### src/logic/tkr_defs.vh
// constants for the touch key result and option register bank
// assumes an 8-bit register port with byte offsets as used by the host interface
`ifndef TKR_DEFS_VH
`define TKR_DEFS_VH

// ----------------------------------------------------------------
// register offsets
// ----------------------------------------------------------------
`define TKR_OFS_HOLD       8'h09
`define TKR_OFS_RESULT     8'h0b
`define TKR_OFS_PIN_DRIVE  8'h0c
`define TKR_OFS_SPARE      8'h0d
`define TKR_OFS_RESTART    8'h0e
`define TKR_OFS_IDLE       8'h1d
`define TKR_OFS_LIMIT      8'h1e
`define TKR_OFS_OPTIONS    8'h1f

// ----------------------------------------------------------------
// reset values
// ----------------------------------------------------------------
`define TKR_RST_HOLD       8'h00
`define TKR_RST_PIN_DRIVE  8'h00
`define TKR_RST_SPARE      8'h01
`define TKR_RST_RESTART    8'h00
`define TKR_RST_IDLE       8'h02
`define TKR_RST_LIMIT      8'h0c
`define TKR_RST_OPTIONS    8'h09

// ----------------------------------------------------------------
// field positions and codes
// ----------------------------------------------------------------
`define TKR_OPT_LONG_REL   0
`define TKR_OPT_REV_REL    1
`define TKR_OPT_MANY_KEY   2
`define TKR_OPT_TRACK      3
`define TKR_OPT_NOISE      4
`define TKR_OPT_MASK       8'h1f
`define TKR_IDLE_MASK      8'h07
`define TKR_SPARE_MASK     8'h01
`define TKR_CODE_OFF       2'h0
`define TKR_CODE_ON        2'h3

// ----------------------------------------------------------------
// timing, in ms and in 125 MHz cycles
// ----------------------------------------------------------------
`define TKR_CLK_KHZ        125000
`define TKR_MS_CYCLES      (`TKR_CLK_KHZ)
`define TKR_IDLE_STEP_MS   100
`define TKR_HOLD_STEP_MS   1000
`define TKR_REV_MS         200
`define TKR_TRACK_SLOW_MS  1000
`define TKR_TRACK_FAST_MS  200

`endif

### src/logic/tkr_regs.v
// touch key result readout, pin drive, restart marker, idle period,
// long-press release and option registers for eight sense channels
// assumes one clock, sync reset, host port with one-cycle read/write strobes
// and raw per-channel touch/reverse detections from the sensing front end
//
// Notes on behaviour
// each channel reports 2'b00 when not touched and 2'b11 when touched, never 01 or 10.
// offset 0x0b reads channels 7..4 in bit pairs 7:6 down to 1:0, all 00 after reset.
// a held channel drives its pin from its drive bit, low for 0 and high for 1, bits reset to 0.
// a sensing channel ignores its drive bit and leaves its pin undriven.
// bit 0 at offset 0x0d sets the spare output pin level, reset 0x01 so the pin starts high.
// the restart marker keeps any written byte and returns to 0x00 on every reset.
// idle mode checks for touch once every 100ms plus 100ms per step, step reset 2.
// a key touched longer than one second per limit step is forced released and re-initialised, limit reset 0x0c.
// option bit 0 enables the long-touch forced release and resets to 1.
// option bit 1, reset 0, re-initialises a key reverse-touched for more than 200ms, without forcing it released.
// option bit 2 selects single-key reporting at 0 and multi-key reporting at 1.
// option bit 3 picks the baseline tracking interval, 1 second at 0 and 200ms at 1, reset 1.
// with several keys in single-key mode, option bit 4 at 0 reports one of them and at 1 reports none.
// the option register resets to 0x09 with bits 7:5 reserved.
// a set hold bit stops sensing on that channel, clearing it resumes, all reset to 0.
// reserved bits read as zero and writes to them change nothing.
`timescale 1ns/100ps
`include "tkr_defs.vh"

module tkr_regs #(
  parameter CH       = 8,
  parameter MS_COUNT = `TKR_MS_CYCLES
) (
  // clock and reset
  input  wire          clk_sys,
  input  wire          rst,
  // host register port
  input  wire [7:0]    reg_addr,
  input  wire          reg_wr,
  input  wire          reg_rd,
  input  wire [7:0]    reg_wdata,
  output reg  [7:0]    reg_rdata,
  // sensing front end
  input  wire [CH-1:0] raw_touch,
  input  wire [CH-1:0] raw_reverse,
  input  wire          idle_mode,
  // sensing control
  output reg  [CH-1:0] channel_sense_hold,
  output reg  [CH-1:0] chan_reinit,
  output reg           idle_check,
  output reg           track_tick,
  output reg  [CH-1:0] key_touched,
  // pins
  output reg  [CH-1:0] chan_pin_o,
  output reg  [CH-1:0] chan_pin_oe,
  output reg           spare_output_pin
);

  // ----------------------------------------------------------------
  // registers
  // ----------------------------------------------------------------
  reg [7:0]  channel_pin_drive;
  reg        spare_pin_drive;
  reg [7:0]  restart_marker;
  reg [2:0]  idle_scan_period;
  reg [7:0]  long_press_limit;
  reg [4:0]  function_options;

  // full-byte reset images, cut to the implemented field widths below
  localparam [7:0] RST_SPARE   = `TKR_RST_SPARE;
  localparam [7:0] RST_IDLE    = `TKR_RST_IDLE;
  localparam [7:0] RST_OPTIONS = `TKR_RST_OPTIONS;

  wire long_touch_release_en    = function_options[`TKR_OPT_LONG_REL];
  wire reverse_touch_release_en = function_options[`TKR_OPT_REV_REL];
  wire many_key_report_sel      = function_options[`TKR_OPT_MANY_KEY];
  wire baseline_track_speed     = function_options[`TKR_OPT_TRACK];
  wire simultaneous_key_as_noise = function_options[`TKR_OPT_NOISE];

  always @(posedge clk_sys) begin
    if (rst) begin
      channel_sense_hold <= `TKR_RST_HOLD;
      channel_pin_drive  <= `TKR_RST_PIN_DRIVE;
      spare_pin_drive    <= RST_SPARE[0];
      restart_marker     <= `TKR_RST_RESTART;
      idle_scan_period   <= RST_IDLE[2:0];
      long_press_limit   <= `TKR_RST_LIMIT;
      function_options   <= RST_OPTIONS[4:0];
    end else if (reg_wr) begin
      case (reg_addr)
        `TKR_OFS_HOLD:      channel_sense_hold <= reg_wdata;
        `TKR_OFS_PIN_DRIVE: channel_pin_drive  <= reg_wdata;
        `TKR_OFS_SPARE:     spare_pin_drive    <= reg_wdata[0];
        `TKR_OFS_RESTART:   restart_marker     <= reg_wdata;
        `TKR_OFS_IDLE:      idle_scan_period   <= reg_wdata[2:0];
        `TKR_OFS_LIMIT:     long_press_limit   <= reg_wdata;
        `TKR_OFS_OPTIONS:   function_options   <= reg_wdata[4:0];
        default: ;
      endcase
    end
  end

  // ----------------------------------------------------------------
  // millisecond tick shared by all timers
  // ----------------------------------------------------------------
  reg [31:0] ms_cnt;
  reg        ms_tick;
  always @(posedge clk_sys) begin
    if (rst) begin
      ms_cnt  <= 32'h0;
      ms_tick <= 1'b0;
    end else if (ms_cnt == MS_COUNT - 1) begin
      ms_cnt  <= 32'h0;
      ms_tick <= 1'b1;
    end else begin
      ms_cnt  <= ms_cnt + 32'h1;
      ms_tick <= 1'b0;
    end
  end

  // ----------------------------------------------------------------
  // idle check period and baseline tracking tick
  // ----------------------------------------------------------------
  reg [9:0] idle_ms;
  reg [9:0] track_ms;
  wire [9:0] idle_len  = 10'd`TKR_IDLE_STEP_MS * ({7'h0, idle_scan_period} + 10'h1);
  wire [9:0] track_len = baseline_track_speed ? 10'd`TKR_TRACK_FAST_MS
                                              : 10'd`TKR_TRACK_SLOW_MS;
  always @(posedge clk_sys) begin
    if (rst) begin
      idle_ms    <= 10'h0;
      track_ms   <= 10'h0;
      idle_check <= 1'b0;
      track_tick <= 1'b0;
    end else begin
      idle_check <= 1'b0;
      track_tick <= 1'b0;
      if (!idle_mode) begin
        idle_ms <= 10'h0;
      end else if (ms_tick) begin
        if (idle_ms + 10'h1 >= idle_len) begin
          idle_ms    <= 10'h0;
          idle_check <= 1'b1;
        end else begin
          idle_ms <= idle_ms + 10'h1;
        end
      end
      if (ms_tick) begin
        if (track_ms + 10'h1 >= track_len) begin
          track_ms   <= 10'h0;
          track_tick <= 1'b1;
        end else begin
          track_ms <= track_ms + 10'h1;
        end
      end
    end
  end

  // ----------------------------------------------------------------
  // per-channel long press and reverse touch timers
  // ----------------------------------------------------------------
  // press time kept in ms; limit of 255 s needs 18 bits
  reg [17:0] press_ms [0:CH-1];
  reg [7:0]  rev_ms   [0:CH-1];
  reg [CH-1:0] forced_off;
  wire [17:0] press_len = {10'h0, long_press_limit} * 18'd`TKR_HOLD_STEP_MS;
  wire [CH-1:0] sensed  = raw_touch & ~channel_sense_hold & ~forced_off;

  integer i;
  always @(posedge clk_sys) begin
    if (rst) begin
      for (i = 0; i < CH; i = i + 1) begin
        press_ms[i] <= 18'h0;
        rev_ms[i]   <= 8'h0;
      end
      forced_off  <= {CH{1'b0}};
      chan_reinit <= {CH{1'b0}};
    end else begin
      for (i = 0; i < CH; i = i + 1) begin
        chan_reinit[i] <= 1'b0;
        if (!raw_touch[i] || channel_sense_hold[i]) begin
          press_ms[i]   <= 18'h0;
          forced_off[i] <= 1'b0;
        end else if (ms_tick && !forced_off[i]) begin
          if (long_touch_release_en && press_ms[i] >= press_len) begin
            forced_off[i]  <= 1'b1;
            chan_reinit[i] <= 1'b1;
          end else if (press_ms[i] != 18'h3ffff) begin
            press_ms[i] <= press_ms[i] + 18'h1;
          end
        end
        if (!raw_reverse[i] || channel_sense_hold[i]) begin
          rev_ms[i] <= 8'h0;
        end else if (ms_tick) begin
          if (reverse_touch_release_en && rev_ms[i] >= `TKR_REV_MS) begin
            rev_ms[i]      <= 8'h0;
            chan_reinit[i] <= 1'b1;
          end else if (rev_ms[i] != 8'hff) begin
            rev_ms[i] <= rev_ms[i] + 8'h1;
          end
        end
      end
    end
  end

  // ----------------------------------------------------------------
  // key reporting
  // ----------------------------------------------------------------
  function [CH-1:0] lowest_bit;
    input [CH-1:0] v;
    begin
      lowest_bit = v & (~v + {{(CH-1){1'b0}}, 1'b1});
    end
  endfunction

  function [1:0] touch_code;
    input t;
    begin
      touch_code = t ? `TKR_CODE_ON : `TKR_CODE_OFF;
    end
  endfunction

  reg [CH-1:0] next_keys;
  always @* begin
    if (many_key_report_sel)
      next_keys = sensed;
    else if (sensed != lowest_bit(sensed) && simultaneous_key_as_noise)
      next_keys = {CH{1'b0}};
    else
      next_keys = lowest_bit(sensed);
  end

  always @(posedge clk_sys) begin
    if (rst)
      key_touched <= {CH{1'b0}};
    else
      key_touched <= next_keys;
  end

  // ----------------------------------------------------------------
  // pins
  // ----------------------------------------------------------------
  always @(posedge clk_sys) begin
    if (rst) begin
      chan_pin_o       <= {CH{1'b0}};
      chan_pin_oe      <= {CH{1'b0}};
      spare_output_pin <= RST_SPARE[0];
    end else begin
      chan_pin_o       <= channel_pin_drive & channel_sense_hold;
      chan_pin_oe      <= channel_sense_hold;
      spare_output_pin <= spare_pin_drive;
    end
  end

  // ----------------------------------------------------------------
  // read data, one cycle after the read strobe
  // ----------------------------------------------------------------
  reg [7:0] next_rdata;
  always @* begin
    case (reg_addr)
      `TKR_OFS_HOLD:      next_rdata = channel_sense_hold;
      `TKR_OFS_RESULT:    next_rdata = {touch_code(key_touched[7]), touch_code(key_touched[6]),
                                        touch_code(key_touched[5]), touch_code(key_touched[4])};
      `TKR_OFS_PIN_DRIVE: next_rdata = channel_pin_drive;
      `TKR_OFS_SPARE:     next_rdata = {7'h0, spare_pin_drive};
      `TKR_OFS_RESTART:   next_rdata = restart_marker;
      `TKR_OFS_IDLE:      next_rdata = {5'h0, idle_scan_period};
      `TKR_OFS_LIMIT:     next_rdata = long_press_limit;
      `TKR_OFS_OPTIONS:   next_rdata = {3'h0, function_options};
      default:            next_rdata = 8'h00;
    endcase
  end

  always @(posedge clk_sys) begin
    if (rst)
      reg_rdata <= 8'h00;
    else if (reg_rd)
      reg_rdata <= next_rdata;
  end

endmodule

### config.mk
export PLATFORM = sky130hd
export DESIGN_NAME = tkr_regs
export DESIGN_NICKNAME = d
export VERILOG_FILES = /design/src/logic/tkr_regs.v
export VERILOG_INCLUDE_DIRS = /design/src /design/src/logic
export SDC_FILE = /design/constraint.sdc
export NUM_CORES = 1
export LEC_CHECK = 0
export BUFFER_PORTS_ARGS = -buffer_cell sky130_fd_sc_hd__clkbuf_2
export CORE_UTILIZATION = 60
export CTS_CLUSTER_DIAMETER = 150
export CTS_CLUSTER_SIZE = 25
export DETAILED_ROUTE_END_ITERATION = 10
export PLACE_DENSITY = 0.82
export SYNTH_ARGS = -nofsm -noshare
export SYNTH_HDL_FRONTEND = slang
export SYNTH_SLANG_ARGS = --single-unit
### constraint.sdc
create_clock -name clk_sys -period 15.7 [get_ports clk_sys]
set_clock_uncertainty 0.15 [all_clocks]
set_input_delay 2.355 -clock clk_sys [delete_from_list [all_inputs] [get_ports clk_sys]]
set_output_delay 2.355 -clock clk_sys [all_outputs]
set_load 0.02 [all_outputs]
# After elaboration in Yosys (flattened, before gate mapping)

Memories as Yosys holds them, arrays and structs flattened.
Index checks and enable logic that the tools add are counted.
W data, S select, Z words.

Bits in registers: 145
Bits in writable memories: 208
Input port bits: 37
Output and inout port bits: 51
Logic and storage cells: 524
Memories: 2

Add/sub/neg operators: 21
$mul: 2
Magnitude comparators: 18
Equality and inequality tests: 26
Multiplexer cells: 287
Bitwise logic cells: 49
Reductions and logical operators: 92

Memory list:

| name     | words | width | read ports | clocked after memory_dff | wr ports | RTL line       | text |
|---|---|---|---|---|---|---|---|
| press_ms | 8     | 18    | 8          | 0                        | 8        | tkr_regs.v:159 | `reg [17:0] press_ms [0:CH-1];` |
| rev_ms   | 8     | 8     | 8          | 0                        | 8        | tkr_regs.v:160 | `reg [7:0] rev_ms [0:CH-1];` |

Operators with widths:

| operator                | count |
|---|---|
| $mux W18                | 16 |
| $mux W1                 | 237 |
| $mux W8                 | 26 |
| $add A18 B1 Y18 const B | 8 |
| $ge A18 B18 Y1          | 8 |
| $ne A18 B18 Y1 const B  | 8 |
| $add A8 B1 Y8 const B   | 9 |
| $ge A8 B8 Y1 const B    | 8 |
| $ne A8 B8 Y1 const B    | 8 |
| $pmux W8 S8             | 1 |
| $eq A8 B4 Y1 const B    | 5 |
| $or A1 B1 Y1            | 40 |
| $add A32 B1 Y32 const B | 1 |
| $and A8 B8 Y8           | 4 |
| $eq A32 B17 Y1 const B  | 1 |
| $mux W10                | 3 |
| $reduce_and A2 Y1       | 15 |
| $logic_and A1 B1 Y1     | 25 |
| $eq A8 B5 Y1 const B    | 3 |
| $logic_not A1 Y1        | 24 |
| $not A8 Y8              | 3 |
| $reduce_or A2 Y1        | 11 |
| $add A10 B1 Y10 const B | 2 |
| $ge A10 B10 Y1          | 2 |
| 8 further kinds         | 27 |

# Longest topological paths before layout

Gate-level depths: netlist of the first run.

Depth after elaboration: 10
Gate-level depth with buffers: 23
Mapped depth without buffers: 22

# Worst setup path before layout of the first run

OpenSTA, ideal clock, no wires.

Path kind: register to register
From: reg long_press_limit[0]
To: mem press_ms[0][0], enable pin
Arrival time: 6.225 ns
Required time: 15.175 ns
Path slack: 8.951 ns
Cell stages (with the launch flop): 24
Path buffers: 2
Period minus slack after synthesis: 6.749 ns
Cells stage by stage: dfxtp_1 > fa_1 > xor2_1 > ha_1 > fa_1 > inv_1 > fa_1 > inv_1 > ha_1 > inv_1 > o21bai_1 > o31a_1 > a21oi_1 > xor2_1 > ha_1 > nand4_1 > nor2_1 > o311a_1 > a211o_1 > maj3_2 > o31a_1 > buf_6 > buf_8 > nand2_1

RTL lines:

| element                  | RTL line       | text |
|---|---|---|
| start: declaration       | tkr_regs.v:62  | `reg [7:0] long_press_limit;` |
| start signal: assignment | tkr_regs.v:83  | `` long_press_limit <= `TKR_RST_LIMIT; `` |
| start signal: assignment | tkr_regs.v:92  | `` `TKR_OFS_LIMIT: long_press_limit <= reg_wdata; `` |
| end: declaration         | tkr_regs.v:159 |  |

==> impl_metrics.tcl, run 1 <==
set metrics [dict create \
    cts_resized 0 \
    wl_per_cell_um 18.6 \
    die-area_um2 37900 \
    synth_cells 2303 \
    design_area_um2 23700 \
    drt_wl_total_um 53000 \
    power.internal_mw 1.28 \
    antenna_found_initial 1 \
    crit_slowest_cell "xor2_1" \
    holdWs_ns 0.316 \
    grt_overflow 0 \
    grt_max_degree 50 \
    final_layout_size_suffix_gt1_frac 0.0873 \
    cts_tree "yes" \
    via_count 17370 \
    switching_share 0.244 \
    cts-buffers-inserted 18 \
    power_frac_comb 0.072 \
    max_slew_margin 0.167 \
    io_buffers 87 \
    hold_viol 0 \
    start_util 0.609 \
    path_cells "fa_1, inv_1, fa_1, fa_1, fa_1, inv_1, ha_1, and2_4, a221oi_4, nand2_1, a21o_1, a21oi_1, xor2_1, ha_1, nand3_1, nor2_1, a211o_1, maj3_2, o31a_1, nand2_1" \
    start_kind "flop" \
    synth.distinct_cells 91 \
    critPathKind "reg -> reg" \
    synth_nets 2567 \
    layout.nets 2635 \
    fmax_mhz 124 \
    drc_errors 0 \
    vias_per_cell 6.09 \
    async_reset_ff_frac 0 \
    gp_congestion 0.933 \
    grt_usage 0.277 \
    power_mw 1.70 \
    setup_tns_ns 0 \
    postCtsSetupRepairBufs 0 \
    setup_viol 0 \
    max-clock-path-buffers 3 \
    rsz0062_at_grt "no" \
    hold_class "reg -> reg" \
    power.density_nw_per_um2 71.7 \
    cts.sinks 353 \
    dpl.cell_count 2819 \
    ctsRootBufferMaster "clkbuf_16" \
    drt_iter0_drc 1267 \
    worstPathRequired_ns 15.64 \
    clockPowerShare 0.319 \
    area_growth_pct 6.26 \
    place_area_um2 23100 \
    power.switching_mw 0.414 \
    worst_ep_arrival_time_ns 8.01 \
    finalNonFillerCells 2852 \
    synth_edf_count 208 \
    slew_viol_final 0 \
    die_width_um 195 \
    pwr-share-seq 0.609 \
    p_leak_nw 9.28 \
    fin_crit_ns 8.07 \
    endpoint_kind "flop" \
    cpMostUsedCell "fa_1" \
    antenna_left 0 \
    ys_ff_latch 353 \
    fp-row-count 70 \
    coreArea_um2 36600 \
    clk_pin_slew_ns 0.11 \
    grt_pass1_vias 16771 \
    clk_latency_ns 0.54 \
    fin_crit_sh 0.514 \
    status "completed" \
    synth_top_flop_cell "edfxtp_1" \
    fp.dieH_um 195 \
    avgSynthCellArea_um2 9.67 \
    tightest_slew_ns 1.25 \
    h-tree-depth 1 \
    io_pins 88 \
    ir_worst_vdd_mv 0.0525 \
    ctsHoldBuffers 0 \
    max_stage_delay_ns 0.96 \
    post-dp-hpwl_um 38900 \
    syn_area_um2 22300 \
    ys_warn_count 0 \
    grt_pass1_wl_um 85000 \
    yosysSeqAreaShare 0.411 \
    firstDrtPassIters 7 \
    cp_max_fo 19 \
    cap_violations 0 \
]
[state kept, by name, summed over array words and instances (netlist names), 10 cells and up]
signal	cells
track_ms	10
idle_ms	10
rev_ms	64
press_ms	144
ms_cnt	32
[cells in the mapped netlist, types with 5 or more instances]
| library cell | instances | area share |
|---|---|---|
| nor2_1 | 350 | 0.059 |
| edfxtp_1 | 208 | 0.28 |
| ha_1 | 205 | 0.12 |
| nand2_1 | 159 | 0.027 |
| nand3_1 | 151 | 0.034 |
| dfxtp_1 | 145 | 0.13 |
| inv_1 | 132 | 0.022 |
| xor2_1 | 122 | 0.048 |
| xnor2_1 | 111 | 0.044 |
| a21oi_1 | 72 | 0.016 |
| nand4_1 | 61 | 0.017 |
| and3_1 | 59 | 0.017 |
| nor3_1 | 44 | 0.0099 |
| clkbuf_1 | 43 | 0.0072 |
| o21ai_0 | 41 | 0.0092 |
| mux2i_1 | 33 | 0.015 |
| nor2_4 | 30 | 0.015 |
| nand2b_1 | 23 | 0.0065 |
| fa_1 | 22 | 0.020 |
| nor2b_1 | 21 | 0.0059 |
| a211o_1 | 14 | 0.0055 |
| a21o_1 | 13 | 0.0044 |
| and2_1 | 13 | 0.0037 |
| a211oi_1 | 12 | 0.0040 |
| or3_1 | 11 | 0.0031 |
| o21a_1 | 10 | 0.0034 |
| nor4_1 | 9 | 0.0025 |
| nor2_2 | 8 | 0.0022 |
| or2_2 | 8 | 0.0022 |
| a21boi_0 | 7 | 0.0024 |
| and4_1 | 7 | 0.0028 |
| maj3_2 | 7 | 0.0035 |
| nor3b_1 | 7 | 0.0024 |
| a22oi_1 | 6 | 0.0020 |
| and4b_1 | 6 | 0.0027 |
| nand3b_1 | 6 | 0.0020 |
| o22ai_1 | 6 | 0.0017 |
| a31o_2 | 5 | 0.0020 |
| buf_6 | 5 | 0.0025 |
| o211ai_1 | 5 | 0.0017 |
| o311a_1 | 5 | 0.0022 |
| o31a_1 | 5 | 0.0020 |
| or3b_2 | 5 | 0.0020 |
[final cells by class]
cell class              count  area (um^2)
fillers                  2937        12900
multi-input cells        1760        12300
flip-flops and latches    353         9150
well taps                 468          586
repair buffers            106          581
clock buffers              31          520
inverters                 132          495
clock inverters             1         30.0
diodes                      1         2.50
[cell usage in the layout, fill, tap and decap left out, types with 12 or more instances in the layout]
master	netlist	routed
fa_1	22	22
nand2b_1	23	23
ha_1	205	205
inv_1	132	132
a21o_1	13	13
xor2_1	122	122
and3_1	59	59
clkbuf_1	43	12
edfxtp_1	208	208
and2_1	13	13
o21ai_0	41	41
a211oi_1	12	12
mux2i_1	33	33
nor3_1	44	44
clkbuf_2	0	86
dfxtp_1	145	145
buf_4	4	20
a211o_1	14	14
nor2b_1	21	21
nand3_1	151	151
nor2_1	350	350
nand4_1	61	61
nor2_4	30	30
clkbuf_16	0	19
xnor2_1	111	111
a21oi_1	72	72
nand2_1	159	159
[stage by stage]
step           utilization  worst slack (ns)
2_1_floorplan            -              8.95
3_3_place_gp         0.632              8.04
3_5_place_dp         0.632              7.71
4_1_cts              0.647              7.65
5_1_grt              0.647              7.29
6_report             0.647              7.63
[final timing paths]
| kind | to | cells after the start | from | slack, ns |
|---|---|---|---|---|
| worst min-delay path | idle_ms[9] | 2 | idle_ms[9] | 0.32 |
| worst max-delay path | press_ms[0][6] | 20 | long_press_limit[2] | 7.63 |
| worst min register to register | idle_ms[9] | 2 | idle_ms[9] | 0.32 |
| worst max register to register | press_ms[0][6] | 20 | long_press_limit[2] | 7.63 |
[routing by layer]
metal  vias up  routed length, um  GRT usage
met2       709              24600      0.462
met4         0               2340      0.119
met5         -                  0          0
met1      8267              21700      0.361
li1       8245                  -          -
met3       149               4450     0.0366
[worst max-delay path: cells and delay by family (launching register included)]
kind,cells,cell delay (ns)
adder cells (fa/ha/maj),7,2.81
AND/OR/NAND/NOR,5,1.28
XOR/XNOR,1,0.96
buffers and inverters,2,0.16
flip-flops,1,0.56
AO/OA/AOI/OAI,5,1.68
[power groups by stage]
| stage | Combinational, mW | Sequential (mW) | Clock (mW) |
|---|---|---|---|
| floorplan | 0.0848 | 1.05 | 0 |
| global route | 0.136 | 1.04 | 0.578 |
| detailed placement | 0.120 | 1.05 | 0 |
| CTS | 0.121 | 1.03 | 0.550 |
| global placement | 0.114 | 1.05 | 0 |
| finish | 0.123 | 1.03 | 0.541 |
[cells by family after synthesis]
logic type,after synthesis,share of synthesized area
XOR/XNOR,233,0.0916
adder cells (fa/ha/maj),238,0.140
buffers and inverters,190,0.0369
multiplexers,34,0.0153
AND/OR/NAND/NOR,996,0.224
flip-flops,353,0.411
other,1,0.000168
AO/OA/AOI/OAI,258,0.0814
Note: power is estimated with default switching activity, not from simulation.
==> run 2, diff against run 1 <==
Clock period 15.7 ns to 7.9 ns, I/O delays scaled along.
==> run 2 against run 1 <==
Compared with the run above:
- non-clock buffer count increased by 2
- fmax increased by 15%
- first-iteration DRC count increased by 4.0%
- combinational power increased by 98%
==> impl_metrics.tcl, run 2 (synthesis gave the netlist of run 1 again) <==
set metrics [dict create \
    fin_crit_sh 0.889 \
    grt_pass1_wl_um 84000 \
    fp.dieH_um 195 \
    regMostFlops "press_ms" \
    cts-buffers-inserted 18 \
    ctsRootBufferMaster "clkbuf_16" \
    final_util 0.647 \
    worstPathRequired_ns 7.93 \
    cap_violations 0 \
    antenna_left 0 \
    io_pins 88 \
    grt_max_degree 54 \
    worst_ep_arrival_time_ns 7.05 \
    drt_iter0_drc 1318 \
    max_slew_margin 0.166 \
    regArea_um2 9150 \
    hold_viol 0 \
    status "completed" \
    layout.cells.most_common "nor2_1" \
    clk_latency_ns 0.55 \
    grt_overflow 0 \
    ir_worst_vdd_mv 0.133 \
    start_kind "flop" \
    vias_per_cell 6.05 \
    largest_reg_flops 144 \
    coreArea_um2 36600 \
    fmax_mhz 142 \
    holdWs_ns 0.309 \
    power.density_nw_per_um2 142 \
    fp-row-count 70 \
    cts.sinks 353 \
    ctsHoldBuffers 0 \
    area_growth_pct 6.35 \
    power_mw 3.37 \
    die_width_um 195 \
    post-dp-hpwl_um 37800 \
    diodes 0 \
    io_buffers 87 \
    mostFrequentLayoutCells "nor2_1 (350), edfxtp_1 (208), ha_1 (205)" \
    die-area_um2 37900 \
    drc_errors 0 \
    layout.nets 2637 \
    tightest_slew_ns 1.25 \
    rsz0062_at_grt "no" \
    via_count 17251 \
    grt_pass1_vias 16567 \
    wl_per_cell_um 18.1 \
    hold_class "reg -> reg" \
    h-tree-depth 1 \
    start_util 0.609 \
    cts_tree "yes" \
    top_regs "press_ms: 144 flops, rev_ms: 64 flops, ms_cnt: 32 flops" \
    postCtsSetupRepairBufs 0 \
    grt_usage 0.272 \
    setup_viol 0 \
    p_leak_nw 9.29 \
    cp_max_fo 19 \
    setup_tns_ns 0 \
    firstDrtPassIters 6 \
    drt_wl_total_um 51800 \
    critPathKind "reg -> reg" \
    slew_viol_final 0 \
    final_layout_size_suffix_gt1_frac 0.0885 \
    multiInputGateArea_um2 12300 \
    antenna_found_initial 0 \
    fill_cells 2824 \
    cts_resized 0 \
    clk_pin_slew_ns 0.10 \
    gp_congestion 0.939 \
    max-clock-path-buffers 3 \
    endpoint_kind "flop" \
    fin_crit_ns 7.03 \
]
==> run 2: cell types whose count changed in the layout (fill, tap and decap cells not counted), sizes merged <==
| cell | before | now |
|---|---|---|
| diode | 1 | 0 |
| buf | 20 | 22 |
==> run 2: area by class of cell <==
cell class | instances | area share
clock inverters | 1 | 0.00127
clock buffers | 31 | 0.0220
repair buffers | 108 | 0.0251
multi-input cells | 1760 | 0.520
inverters | 132 | 0.0209
flip-flops and latches | 353 | 0.386
well taps | 468 | 0.0247
==> run 2: metal layers <==
layer  routed length, um  global-route usage  vias up
met2               24100               0.454      614
met4                2020               0.106        0
met5                   0                   0        -
met1               22200               0.357     8261
met3                3370              0.0406      146
li1                    -                   -     8230
==> run 2: worst max-delay path, stage by stage (launching register included) <==
cell	delay [ns]
dfxtp_1	0.56
fa_1	0.55
xor2_1	0.18
ha_1	0.18
a21oi_1	0.14
fa_1	0.47
fa_1	0.52
inv_1	0.04
ha_1	0.34
and2_4	0.20
a221oi_4	0.26
nand2_1	0.13
xnor2_1	0.16
buf_4	0.23
ha_1	0.29
a21oi_1	0.21
a21boi_0	0.14
o311a_1	0.32
a211o_1	0.26
maj3_2	0.34
a31o_1	0.22
buf_4	0.19
nand2_1	0.56
==> run 2: report_power, final <==
group	internal [mW]	leakage (nW)	switching, mW
Sequential	1.99	3.49	0.0597
Clock	0.463	0.260	0.615
Combinational	0.0944	5.55	0.149
==> run 2: per-stage QoR <==
step	area, um^2	std cells	worst slack, ns
3_5_place_dp	23100	2821	0.979
3_3_place_gp	23100	2821	1.21
6_report	23700	2853	0.873
5_1_grt	23700	2853	0.475
4_1_cts	23700	2853	0.911
2_1_floorplan	22300	2303	1.15
==> run 2: worst paths after layout <==
kind              slack, ns           startpoint  depth (start not counted)               to
setup / recovery       0.87  long_press_limit[1]                         22  press_ms[1][37]
setup reg to reg       0.87  long_press_limit[1]                         22  press_ms[1][37]
hold reg to reg        0.31           idle_ms[9]                          2       idle_ms[9]
hold / removal         0.31           idle_ms[9]                          2       idle_ms[9]
==> run 3, diff against run 2 <==
==> constraint.sdc (replaced) <==
create_clock -name clk_sys -period 7.9 [get_ports clk_sys]
set_clock_uncertainty 0.15 [all_clocks]
set_input_delay 1.58 -clock clk_sys [delete_from_list [all_inputs] [get_ports clk_sys]]
set_output_delay 1.58 -clock clk_sys [all_outputs]
set_load 0.02 [all_outputs]
==> run 3 against run 2 <==
Compared with the run above:
- count of clock-buffer cells in the layout down 2
- total power about the same
- final area about the same
- critical path type unchanged
- largest cell class unchanged
- largest power group unchanged
==> impl_metrics.tcl, run 3 (synthesis gave the netlist of run 1 again) <==
set metrics [dict create \
    setup_tns_ns 0 \
    fin_crit_ns 7.03 \
    largest_reg_flops 144 \
    ctsRootBufferMaster "clkbuf_16" \
    cts.sinks 353 \
    p_leak_nw 9.28 \
    hold_class "reg -> reg" \
    die_width_um 195 \
    mostFrequentLayoutCells "nor2_1 (350), edfxtp_1 (208), ha_1 (205)" \
    post-dp-hpwl_um 38000 \
    fp-row-count 70 \
    multiInputGateArea_um2 12300 \
    power.internal_mw 2.53 \
    fp.dieH_um 195 \
    hold_viol 0 \
    max_slew_margin 0.179 \
    clockPowerShare 0.319 \
    cp_max_fo 18 \
    pwr-share-seq 0.609 \
    drt_iter0_drc 1375 \
    via_count 17166 \
    fill_cells 2832 \
    slew_viol_final 0 \
    final_layout_size_suffix_gt1_frac 0.0881 \
    design_area_um2 23700 \
    power.switching_mw 0.839 \
    io_buffers 87 \
    grt_pass1_vias 16660 \
    rsz0062_at_grt "no" \
    dpl.cell_count 2820 \
    endpoint_kind "flop" \
    h-tree-depth 1 \
    cts-buffers-inserted 18 \
    cap_violations 0 \
    firstDrtPassIters 6 \
    place_area_um2 23100 \
    power.density_nw_per_um2 142 \
    gp_congestion 0.912 \
    fmax_mhz 142 \
    clk_latency_ns 0.55 \
    grt_usage 0.275 \
    regMostFlops "press_ms" \
    antenna_found_initial 3 \
    regArea_um2 9150 \
    die-area_um2 37900 \
    fin_crit_sh 0.890 \
    grt_pass1_wl_um 84700 \
    grt_overflow 0 \
    max-clock-path-buffers 3 \
    pre_cts_slack_ns 0.979 \
    layout.cells.most_common "nor2_1" \
    switching_share 0.249 \
    worst_ep_arrival_time_ns 7.06 \
    grt_max_degree 67 \
    power_frac_comb 0.072 \
    drc_errors 0 \
    vias_per_cell 6.02 \
    finalNonFillerCells 2852 \
    ir_worst_vdd_mv 0.146 \
    area_growth_pct 6.27 \
    cts_resized 0 \
    top_regs "press_ms: 144 flops, rev_ms: 64 flops, ms_cnt: 32 flops" \
    worstPathRequired_ns 7.92 \
    drt_wl_total_um 52200 \
    critPathKind "reg -> reg" \
    finalWorstSetupSlack_ns 0.866 \
    start_kind "flop" \
    clk_pin_slew_ns 0.11 \
    start_util 0.609 \
    wl_per_cell_um 18.3 \
    antenna_left 0 \
    status "completed" \
    ctsHoldBuffers 0 \
    layout.nets 2636 \
    io_pins 88 \
    cts_tree "yes" \
    setup_viol 0 \
    coreArea_um2 36600 \
    postCtsSetupRepairBufs 0 \
    tightest_slew_ns 1.23 \
]
[run 3: cell types whose count changed in the layout (fill, tap and decap cells not counted), sizes merged]
| cell | change |
|---|---|
| clkinv | +1 |
| clkbuf | -2 |
| buf | -1 |
| diode | +1 |
[run 3: path summary, 6_finish.rpt]
check | start | end | slack, ns | depth (start not counted)
min reg2reg | idle_ms[9] | idle_ms[9] | 0.31 | 2
max reg2reg | long_press_limit[2] | press_ms[0][29] | 0.87 | 21
max | long_press_limit[2] | press_ms[0][29] | 0.87 | 21
min | idle_ms[9] | idle_ms[9] | 0.31 | 2
[run 3: critical path, stage by stage, from the launching register on]
cell	delay [ns]
dfxtp_1	0.56
fa_1	0.48
inv_1	0.09
fa_1	0.44
fa_1	0.50
fa_1	0.53
inv_1	0.04
ha_1	0.33
and2_4	0.20
a221oi_4	0.27
nand2_1	0.14
a21o_1	0.20
a21oi_1	0.17
xor2_1	0.17
buf_4	0.23
ha_1	0.27
o21ai_0	0.22
a21oi_1	0.07
a311o_1	0.35
maj3_2	0.33
o31a_1	0.26
nand3_1	0.64
[run 3: metrics by stage]
step	util	hold slack [ns]	power (mW)
floorplan	-	0.276	2.25
global placement	0.632	0.288	2.32
detailed placement	0.632	0.301	2.33
CTS	0.647	0.319	3.38
global route	0.647	0.337	3.47
finish	0.647	0.312	3.37
[run 3: power groups by stage]
stage,clock (mW),sequential [mW],combinational (mW)
global route,1.14,2.06,0.269
CTS,1.09,2.05,0.241
finish,1.07,2.05,0.244
floorplan,0,2.08,0.169
global placement,0,2.09,0.227
detailed placement,0,2.09,0.239
[run 3: area by class of cell]
| cell class | instances | share of cell area |
|---|---|---|
| clock buffers | 29 | 0.0208 |
| inverters | 132 | 0.0209 |
| repair buffers | 107 | 0.0248 |
| well taps | 468 | 0.0247 |
| diodes | 1 | 0.000106 |
| multi-input cells | 1760 | 0.520 |
| flip-flops and latches | 353 | 0.386 |
| clock inverters | 2 | 0.00196 |
[run 3: routing by layer]
layer	track usage	part of all wire	vias to the layer above
li1	-	-	8241
met1	0.360	0.42	8187
met2	0.468	0.47	610
met3	0.0278	0.067	126
met4	0.108	0.041	2
met5	0	0.00036	-
